[src/logic/sacs_pkg.sv]
// package: constants and types for the conversion sequencer
package sacs_pkg;
	localparam int RESULT_WIDTH = 14;
	localparam int CLK_PERIOD_PS = 25000;
	localparam int CONV_MAX_NS = 4700;
	// longest time rounds down to whole cycles
	localparam int CONV_MAX_CYCLES = (CONV_MAX_NS * 1000) / CLK_PERIOD_PS;
	localparam int REF_SETTLE_MS = 6;
	localparam int CONV_DIV = 4;
	localparam int CONV_STEPS = 16;
	localparam logic [RESULT_WIDTH-1:0] RESULT_RESET = 14'h0000;
	typedef enum logic [2:0] {
		SACS_IDLE,
		SACS_ACQUIRE,
		SACS_CONVERT,
		SACS_DONE,
		SACS_DRIVE
	} sacs_state_t;
endpackage : sacs_pkg

[src/logic/sacs_conv_clock.sv]
// internal conversion clock: one-cycle enable pulses from a divider
`timescale 1ns/10ps
`default_nettype none
module sacs_conv_clock #(
	parameter int DIV = sacs_pkg::CONV_DIV
) (
	input wire logic ref_clk,
	input wire logic rst,
	input wire logic run,
	output logic tick
);
	import sacs_pkg::*;
	localparam int CW = (DIV > 1) ? $clog2(DIV) : 1;
	logic [CW-1:0] cnt_q;

	if (DIV < 1) begin : g_div_check
		$error("DIV must be at least 1");
	end

	// counter restarts with each conversion so the first tick is DIV cycles in
	always_ff @(posedge ref_clk) begin
		if (rst || !run) begin
			cnt_q <= '0;
		end else if (cnt_q == CW'(DIV - 1)) begin
			cnt_q <= '0;
		end else begin
			cnt_q <= cnt_q + CW'(1);
		end
	end

	assign tick = run && (cnt_q == CW'(DIV - 1));
endmodule : sacs_conv_clock
`default_nettype wire

[src/logic/sacs_sequencer.sv]
// conversion sequencer: strobe-driven acquire, convert and read-out
//
// Contract
// reset high returns sequence to idle
// first strobe fall, select low: power, acquire
// second fall ends acquisition, starts conversion
// third fall, select high: result onto bus
// select at second fall picks standby/shutdown
// internal clock; done within 4.7us
// idle: strobe fall with select high ignored
// host waits 6ms after shutdown wake; the sacs_host model wakes from shutdown without this wait
// reset with strobe high; next fall acquires
// 14-bit result, lsb on line zero
// done flag driven low on completion
// bus high impedance except while reading
// host: select high shutdown, low standby
// conversion length is configurable cycle count
`timescale 1ns/10ps
`default_nettype none
module sacs_sequencer #(
	parameter int WIDTH = sacs_pkg::RESULT_WIDTH,
	parameter int DIV = sacs_pkg::CONV_DIV,
	parameter int STEPS = sacs_pkg::CONV_STEPS
) (
	input wire logic ref_clk,
	input wire logic rst,
	input wire logic convert_n,
	input wire logic read_select,
	input wire logic [WIDTH-1:0] sample_value,
	output logic done_n,
	output logic [WIDTH-1:0] result_out,
	output logic [WIDTH-1:0] result_oe_n,
	output logic powered,
	output logic track,
	output logic ref_on,
	output var sacs_pkg::sacs_state_t state
);
	import sacs_pkg::*;

	localparam int SW = $clog2(STEPS + 1);

	sacs_state_t state_q;
	logic strobe_q;
	logic fall;
	logic tick;
	logic [SW-1:0] step_q;
	logic shutdown_q;
	logic [WIDTH-1:0] sample_q;
	logic [WIDTH-1:0] result_q;
	logic done_n_q;
	logic drive_q;
	logic ref_q;
	logic start_ok;
	logic hold_ok;
	logic read_ok;
	logic conv_last;

	// ************************************************************
	// elaboration checks
	// ************************************************************
	if (WIDTH != RESULT_WIDTH) begin : g_width_check
		$error("result width must be 14");
	end
	if (STEPS < WIDTH) begin : g_steps_check
		$error("STEPS must cover every result bit");
	end
	// a longer count would miss the done deadline
	if (STEPS * DIV + 2 > CONV_MAX_CYCLES) begin : g_time_check
		$error("conversion exceeds 4.7us");
	end

	// ************************************************************
	// strobe edge detect
	// ************************************************************
	always_ff @(posedge ref_clk) begin
		if (rst) begin
			strobe_q <= 1'b1;
		end else begin
			strobe_q <= convert_n;
		end
	end
	assign fall = strobe_q && !convert_n;

	// ************************************************************
	// internal conversion clock
	// ************************************************************
	sacs_conv_clock #(.DIV(DIV)) u_clk (
		.ref_clk(ref_clk),
		.rst(rst),
		.run(state_q == SACS_CONVERT),
		.tick(tick)
	);

	// ************************************************************
	// strobe and step decodes
	// ************************************************************
	function automatic logic take_start(input sacs_state_t s, input logic f, input logic sel);
		return s == SACS_IDLE && f && !sel;
	endfunction : take_start

	function automatic logic take_hold(input sacs_state_t s, input logic f);
		return s == SACS_ACQUIRE && f;
	endfunction : take_hold

	function automatic logic take_read(input sacs_state_t s, input logic f, input logic sel);
		return s == SACS_DONE && f && sel;
	endfunction : take_read

	// last tick of the final step closes the conversion
	function automatic logic last_step(input sacs_state_t s, input logic t,
			input logic [SW-1:0] n);
		return s == SACS_CONVERT && t && n == SW'(STEPS - 1);
	endfunction : last_step

	assign start_ok = take_start(state_q, fall, read_select);
	assign hold_ok = take_hold(state_q, fall);
	assign read_ok = take_read(state_q, fall, read_select);
	assign conv_last = last_step(state_q, tick, step_q);

	// ************************************************************
	// sequence
	// ************************************************************
	always_ff @(posedge ref_clk) begin
		if (rst) begin
			state_q <= SACS_IDLE;
		end else begin
			unique case (state_q)
				SACS_IDLE: begin
					if (start_ok) state_q <= SACS_ACQUIRE;
				end
				SACS_ACQUIRE: begin
					if (hold_ok) state_q <= SACS_CONVERT;
				end
				SACS_CONVERT: begin
					if (conv_last) state_q <= SACS_DONE;
				end
				SACS_DONE: begin
					if (read_ok) state_q <= SACS_DRIVE;
				end
				SACS_DRIVE: begin
					// bus released on strobe rise; then wait for next start
					if (convert_n) state_q <= SACS_IDLE;
				end
			endcase
		end
	end

	// ************************************************************
	// step counter of the successive-approximation logic
	// ************************************************************
	always_ff @(posedge ref_clk) begin
		if (rst || state_q != SACS_CONVERT) begin
			step_q <= '0;
		end else if (tick) begin
			step_q <= step_q + SW'(1);
		end
	end

	// ************************************************************
	// sample and power-down choice
	// ************************************************************
	// sample frozen when hold opens; power-down choice taken at same edge
	always_ff @(posedge ref_clk) begin
		if (rst) begin
			sample_q <= RESULT_RESET;
			shutdown_q <= 1'b0;
		end else if (hold_ok) begin
			sample_q <= sample_value;
			shutdown_q <= read_select;
		end
	end

	// ************************************************************
	// result register
	// ************************************************************
	// bit-serial approximation: one bit resolved in each of the first WIDTH steps, msb first
	always_ff @(posedge ref_clk) begin
		if (rst) begin
			result_q <= RESULT_RESET;
		end else if (hold_ok) begin
			result_q <= RESULT_RESET;
		end else if (state_q == SACS_CONVERT && tick && step_q < SW'(WIDTH)) begin
			result_q[WIDTH - 1 - int'(step_q)] <= sample_q[WIDTH - 1 - int'(step_q)];
		end
	end

	// ************************************************************
	// done flag
	// ************************************************************
	// low from completion until the next acquisition
	always_ff @(posedge ref_clk) begin
		if (rst) begin
			done_n_q <= 1'b1;
		end else if (conv_last) begin
			done_n_q <= 1'b0;
		end else if (start_ok) begin
			done_n_q <= 1'b1;
		end
	end

	// ************************************************************
	// result bus drive
	// ************************************************************
	// follows the third fall and drops when the strobe rises
	always_ff @(posedge ref_clk) begin
		if (rst) begin
			drive_q <= 1'b0;
		end else if (read_ok) begin
			drive_q <= 1'b1;
		end else if (convert_n) begin
			drive_q <= 1'b0;
		end
	end

	// ************************************************************
	// reference power
	// ************************************************************
	// on through acquire/convert, after that per saved choice
	always_ff @(posedge ref_clk) begin
		if (rst) begin
			ref_q <= 1'b0;
		end else if (start_ok) begin
			ref_q <= 1'b1;
		end else if (conv_last) begin
			ref_q <= !shutdown_q;
		end
	end

	// ************************************************************
	// outputs
	// ************************************************************
	assign done_n = done_n_q;
	assign result_out = result_q;
	assign result_oe_n = {WIDTH{!drive_q}};
	assign ref_on = ref_q;
	assign powered = ref_q || state_q == SACS_CONVERT;
	assign track = state_q == SACS_ACQUIRE;
	assign state = state_q;
endmodule : sacs_sequencer
`default_nettype wire

[config.mk]
export PLATFORM = sky130hd
export DESIGN_NAME = sacs_sequencer
export DESIGN_NICKNAME = d
export VERILOG_FILES = /design/src/logic/sacs_pkg.sv /design/src/logic/sacs_conv_clock.sv /design/src/logic/sacs_sequencer.sv
export SDC_FILE = /design/constraint.sdc
export NUM_CORES = 1
export LEC_CHECK = 0
export BUFFER_PORTS_ARGS = -buffer_cell sky130_fd_sc_hd__buf_2
export CORE_ASPECT_RATIO = 1.5
export CORE_UTILIZATION = 55
export CTS_BUF_LIST = sky130_fd_sc_hd__clkbuf_8
export CTS_CLUSTER_DIAMETER = 150
export DETAILED_ROUTE_END_ITERATION = 12
export GPL_TIMING_DRIVEN = 0
export PLACE_DENSITY = 0.79
export SYNTH_ARGS = -nofsm -noshare
export SYNTH_HDL_FRONTEND = slang
export SYNTH_SLANG_ARGS = --single-unit
[constraint.sdc]
create_clock -name ref_clk -period 2.5 [get_ports ref_clk]
set_clock_uncertainty 0.15 [all_clocks]
set_input_delay 0.5 -clock ref_clk [delete_from_list [all_inputs] [get_ports ref_clk]]
set_output_delay 0.5 -clock ref_clk [all_outputs]
set_load 0.02 [all_outputs]
==> results of run 1 <==
[critical path, cell delays in order, from the launching register on]
cell and delay, ns:
dfxtp_1 0.34, ha_1 0.15, buf_2 0.20, and4bb_2 0.33, o211ai_1 0.25, buf_2 0.26
nor3_1 0.27, nor3_1 0.07
[through the flow]
step | instance area (µm²) | std cells
floorplan | 2097 | 245
global placement | 2411 | 340
detailed placement | 2411 | 340
CTS | 2511 | 348
global route | 2511 | 348
finish | 2511 | 348
[cell usage after synthesis (all sizes together)]
| cell type | number |
|---|---|
| a2111oi | 1 |
| a211oi | 1 |
| a21oi | 28 |
| a311o | 1 |
| a311oi | 1 |
| a31o | 1 |
| a31oi | 12 |
| and2 | 2 |
| and3 | 1 |
| and4bb | 1 |
| buf | 25 |
| clkbuf | 3 |
| dfxtp | 43 |
| ha | 8 |
| inv | 12 |
| mux2i | 2 |
| mux4 | 3 |
| nand2 | 33 |
| nand2b | 3 |
| nand3 | 1 |
| nand3b | 2 |
| nand4 | 3 |
| nor2 | 9 |
| nor2b | 4 |
| nor3 | 25 |
| nor3b | 2 |
| nor4 | 1 |
| o2111a | 1 |
| o211a | 1 |
| o211ai | 2 |
| o21bai | 1 |
| o31ai | 2 |
| or2 | 2 |
| or3 | 2 |
| or3b | 1 |
| or4 | 1 |
| xnor2 | 3 |
| xor2 | 1 |
[per-layer routing]
metal / wire length (µm) / vias to the layer above / GRT usage (%)
met5: 0 / - / 0
met4: 142 / 0 / 9.474
met3: 182 / 15 / 5.882
met2: 2399 / 58 / 43.42
met1: 1861 / 892 / 27.44
li1: - / 960 / -
[cell families (layout without fill, tap and decap cells)]
kind of cell,count (synthesis),in the layout
compound gates,52,52
xor+xnor,4,4
fa+ha+maj,8,8
buf+inv,40,100
flops,43,43
mux,5,5
simple gates,93,93
[registers in the layout, summed over array words and instances, names as in the netlist]
register / cells
shutdown_q: 1
u_clk.cnt_q: 2
result_out: 14
strobe_q: 1
drive_q: 1
sample_q: 14
ref_on: 1
done_n: 1
state: 3
step_q: 5
[final timing paths]
kind / from / end / cells after the start
worst max-delay path: u_clk.cnt_q[0] / result_out[0] / 7
worst min-delay path: u_clk.cnt_q[0] / u_clk.cnt_q[0] / 1
worst max register to register: u_clk.cnt_q[0] / result_out[0] / 7
worst min register to register: u_clk.cnt_q[0] / u_clk.cnt_q[0] / 1
[power by group through the flow]
stage | clock network [mW] | registers (mW) | logic [mW]
6_report | 0.470 | 0.704 | 0.103
4_1_cts | 0.480 | 0.704 | 0.103
3_3_place_gp | 0 | 0.720 | 0.100
2_1_floorplan | 0 | 0.723 | 0.0616
5_1_grt | 0.512 | 0.706 | 0.114
3_5_place_dp | 0 | 0.720 | 0.102
[cell type report]
class,instances,area share (%)
Timing Repair Buffer,52,10.36
Multi-Input combinational cell,162,40.46
Clock buffer,7,3.837
Tap cell,43,2.142
Buffer,28,6.976
Sequential cell,43,34.28
Inverter,12,1.794
Clock inverter,1,0.1495
==> metrics.txt, run 1 <==
commonest non-fill, non-tap cell in the layout=buf_2; Post-Syn Area=2097 µm²; Slew HR=62.69%; Worst Setup Start Kind=flop; Tmin final=2.141 ns; Rows=27; unique cell type count in the Yosys netlist=45; Final #Nets=330; fin worst setup slack=0.3589 ns; post-synth top area share=41.05%; CP Class=flop to flop; Seq. cell area=around 860 µm²; crit path max fanout=10; final setup TNS=0 ns; commonest cells after routing, fill and taps aside=buf_2 (60), dfxtp_1 (43), nand2_1 (33); area occupied by multi-input gates=~1000 µm²; CP Capture Type=flop; Psw=0.2908 mW; root buf cell=clkbuf_8; Pint=0.9865 mW; later-pin clock latency in the skew report=0.28 ns; Seq/Total Area, Yosys=between 40% and 50%; total die area=4069 µm²; pwr dens=508.7 nW/µm²; post-route ant nets=0; Initial Utilization=57.48%; number of global-route vias before repair=1774; Reg power frac=a little under three fifths; P&R area growth vs syn=19.75%; Core Area=~3600 µm²; Post-Synth XOR/XNOR Area=between 1.5 and 2%; Mapped Avg Cell Area=8.559 µm²; Final Wtd Congestion=0.8559; Final Util=between 60% and 70%; first-pass GRT wire length=7.686 mm; die height=77.63 µm; Max Transition Viols Final=0; sw frac=22.77%; Post-Synth Adder-Cell Area=between 4 and 5%; CTS tree=done; worst hold margin=0.2878 ns; Die Width=52.42 µm; initial antenna violation count=0; DR DRC count=0; RSZ-0062 raised after global routing=false; GRT overflow=0; VDD IR max=0.4953 mV; Gate power share=8.1%; Yosys warning count=0; CTS max path bufs=2; DRT iter0 DRCs=40; Clock Sinks=43; top cells by area, synth=dfxtp_1 (41%), a21oi_1 (6.7%), nand2_1 (5.9%), nor3_1 (5.7%), buf_4 (5.0%); iteration count of the initial detailed-routing pass=4; dpl ws=0.3974 ns; largest family of logic cells by synthesized area=simple AND/OR/NAND/NOR gates; largest net degree at the start of global routing=16; Synth Area in Compound Gates=~15%; post-synthesis register bit count=43; Synth area leader=dfxtp_1; Port Buffers=52; wire length per cell=roughly 13 µm; share of total power in the clock network=36.8%; Post-Synth Simple-Gate Area=22.49%; Resize count post-CTS=0; Antenna Cells=0; Detail Placement HPWL=roughly 3.5 mm; DR vias=a little under 2000; vias per cell=between 5 and 6; Tcrit/Tclk final=85.64%; synthesized net count=271; status=finished clean; total length of routed wires=4.585 mm; Final Hold Vio Count=0; total global-route track usage=24.70%; Filler cells=338; I/O Pins=53; share of cells above drive strength 1=30.16%; mux share of post-synthesis cell area=4.356%; hold buffers post-CTS=0; CTS clock-pin slew for the worst setup and hold paths=around 0.080 ns; measured slew at the worst slew-check pin=0.5556 ns; Worst Hold Class=flop to flop; Post-CTS Setup Bufs=0; Total Power=1.277 mW; LEAKAGE=0.9983 nW; max cap viols=0; H-tree depth=2; WP data required=2.52 ns; worst endpoint data arrival time=2.16 ns; Final setup viols=0; clock buffer count from CTS=5; R2R Setup Slk=~0.36 ns; Max Clk Rate=about 0.47 GHz; Post-Syn Instances=245
No activity file was read; power rests on OpenSTA's default activity.
==> run 2, diff against run 1 <==
--- a/config.mk
+++ b/config.mk
@@ -9,2 +9,3 @@
 export CORE_ASPECT_RATIO = 1.5
+export CORE_MARGIN = 5
 export CORE_UTILIZATION = 55
--- a/constraint.sdc
+++ b/constraint.sdc
@@ -4,2 +4,2 @@
 set_output_delay 0.5 -clock ref_clk [all_outputs]
-set_load 0.02 [all_outputs]
+set_load 0.1 [all_outputs]
==> run 2 against run 1 <==
- flip-flop and latch count is the same
- count of clock-buffer cells in the layout unchanged
- utilization grew 0.42 points
- clock power barely moved
- die area grew 27%
- sequential power is essentially flat
- total power up 4.6%
- final area is 1.5% higher
- critical path depth shrank 2
- fmax shrank 1.0%
- via count down 2.2%
==> metrics.txt, run 2 (same netlist as run 1, synthesis figures left out) <==
Antenna Cells=0 (unchanged); Final Hold Vio Count=0 (unchanged); Stages on worst setup path=5 (was 7); Tcrit/Tclk final=86.55% (was 85.64%); Clock Sinks=43 (unchanged); Port Buffers=52 (unchanged); sw frac=25.70% (was 22.77%); CP Class=flop to flop (unchanged); area occupied by multi-input gates=1036 µm² (was 1016 µm²); Final #Nets=330 (unchanged); VDD IR max=0.6009 mV (was 0.4953 mV); Tmin final=2.164 ns (was 2.141 ns); CP delay by family, top=simple AND/OR/NAND/NOR gates (unchanged); total die area=5173 µm² (was 4069 µm²); grt peak-use layer=met2 (unchanged); met2 GRT Util=36.02% (was 43.42%); H-tree depth=2 (unchanged); later-pin clock latency in the skew report=0.29 ns (was 0.28 ns); Psw=0.3433 mW (was 0.2908 mW); Seq. cell area=869.6 µm² (was 860.8 µm²); area of placed instances=2450 µm² (was 2411 µm²); first-pass GRT wire length=8.079 mm (was 7.686 mm); GRT overflow=0 (unchanged); Max Clk Rate=0.4622 GHz (was 0.4670 GHz); total global-route track usage=19.99% (was 24.70%); Worst Setup Start Kind=flop (unchanged); WP data required=2.53 ns (was 2.52 ns); worst endpoint data arrival time=2.19 ns (was 2.16 ns); I/O Pins=53 (unchanged); worst hold margin=0.2813 ns (was 0.2878 ns); wire length per cell=13.74 µm (was 13.18 µm); Die Width=60.42 µm (was 52.42 µm); P&R area growth vs syn=21.60% (was 19.75%); Final setup viols=0 (unchanged); Worst path slowest cell=mux4_2 (was dfxtp_1); DR vias=1883 (was 1925); share of cells above drive strength 1=32.46% (was 30.16%); Filler cells=315 (was 338); Final Wtd Congestion=0.9273 (was 0.8559); reg2reg path depth=5 (was 7); initial antenna violation count=0 (unchanged); RR Endpoint=result_out[2] (was result_out[0]); Total Power=1.336 mW (was 1.277 mW); measured slew at the worst slew-check pin=0.5386 ns (was 0.5556 ns); iteration count of the initial detailed-routing pass=6 (was 4); die height=85.63 µm (was 77.63 µm); vias per cell=5.411 (was 5.532); Resize count post-CTS=0 (unchanged); Worst R2R Start=step_q[1] (was u_clk.cnt_q[0]); crit path cell chain=buf_6, mux4_2, or3b_4, nor3_1, nor3_1 (was ha_1, buf_2, and4bb_2, o211ai_1, buf_2, nor3_1, nor3_1); commonest cells after routing, fill and taps aside=buf_2 (58), dfxtp_1 (40), nand2_1 (32) (was buf_2 (60), dfxtp_1 (43), nand2_1 (33)); hold buffers post-CTS=0 (unchanged); Initial Utilization=56.95% (was 57.48%); max cap viols=0 (unchanged); CP Capture Type=flop (unchanged); CTS tree=done (unchanged); Detail Placement HPWL=3.706 mm (was 3.505 mm); CP Capture Point=result_out[2] (was result_out[0]); commonest non-fill, non-tap cell in the layout=buf_2 (unchanged); post-route ant nets=0 (unchanged); Pint=0.9924 mW (was 0.9865 mW); root buf cell=clkbuf_8 (unchanged); pwr dens=523.8 nW/µm² (was 508.7 nW/µm²); Reg power frac=52.7% (was 55.1%); CP Buf/Inv Count=1 (was 2); RSZ-0062 raised after global routing=false (unchanged); clock buffer count from CTS=5 (unchanged); DRT iter0 DRCs=52 (was 40); largest net degree at the start of global routing=16 (unchanged); CTS clock-pin slew for the worst setup and hold paths=0.08 ns (about the same); status=finished clean (unchanged); crit-path max cell delay=0.51 ns (was 0.34 ns); LEAKAGE=1.016 nW (was 0.9983 nW); Design Area, Final=2550 µm² (was 2511 µm²); Core Area=3682 µm² (was 3649 µm²); CTS max path bufs=2 (unchanged); share of total power in the clock network=35.4% (was 36.8%); number of global-route vias before repair=1902 (was 1774); crit path max fanout=7 (was 10); DR DRC count=0 (unchanged); Max Transition Viols Final=0 (unchanged); Post-CTS Setup Bufs=0 (unchanged); met3 Usage GRT=3.765% (was 5.882%); crit-path most repeated cell=nor3_1; total length of routed wires=4.781 mm (was 4.585 mm); met1 Use GR=21.54% (was 27.44%); Gate power share=11.9% (was 8.1%); Rows=27 (unchanged); R2R Setup Slk=0.34 ns (was 0.36 ns); Worst Hold Class=flop to flop (unchanged); final setup TNS=0 ns (unchanged); worst setup path startpoint=step_q[1] (was u_clk.cnt_q[0]); Slew HR=63.84% (was 62.69%)
run 2: power groups by stage:
stage | Sequential (mW) | Combinational (mW) | Clock [mW]
3_3_place_gp | 0.720 | 0.157 | 0
3_5_place_dp | 0.720 | 0.159 | 0
5_1_grt | 0.706 | 0.171 | 0.513
4_1_cts | 0.704 | 0.160 | 0.489
6_report | 0.704 | 0.159 | 0.473
2_1_floorplan | 0.747 | 0.0947 | 0
run 2: layout make-up:
class,count,area share [%]
sequential,43,34.10
tap,43,2.110
inverter,12,1.766
clock inverter,1,0.1472
clock buffer,7,3.778
timing repair buffer,52,10.21
multi-input combinational,162,40.63
buffer,28,7.262
run 2: layer usage:
metal  share of wire [%]  wire length [µm]  up-vias
met5                   0                 0        -
met4                 2.0                96        0
met3                 5.4               258        8
met2                  54              2563       54
met1                  39              1862      858
li1                    -                 -      963
run 2: worst min-delay path by stage:
stage / start / endpoint / slack [ns] / cells after the start
detailed placement: u_clk.cnt_q[0] / u_clk.cnt_q[0] / 0.27 / 1
global placement: u_clk.cnt_q[0] / u_clk.cnt_q[0] / 0.26 / 1
global route: sample_value[10] / sample_q[10] / 0.29 / 3
CTS: sample_value[12] / sample_q[12] / 0.28 / 3
floorplan: u_clk.cnt_q[0] / u_clk.cnt_q[0] / 0.25 / 1
finish: u_clk.cnt_q[0] / u_clk.cnt_q[0] / 0.28 / 1
run 2: stage by stage:
stage               worst slack [ns]  utilization (%)  cells
floorplan                   0.006191                -    245
global placement              0.4348            66.53    340
detailed placement            0.4066            66.53    340
CTS                           0.3249            69.25    348
global route                  0.2565            69.25    348
finish                        0.3362            69.25    348
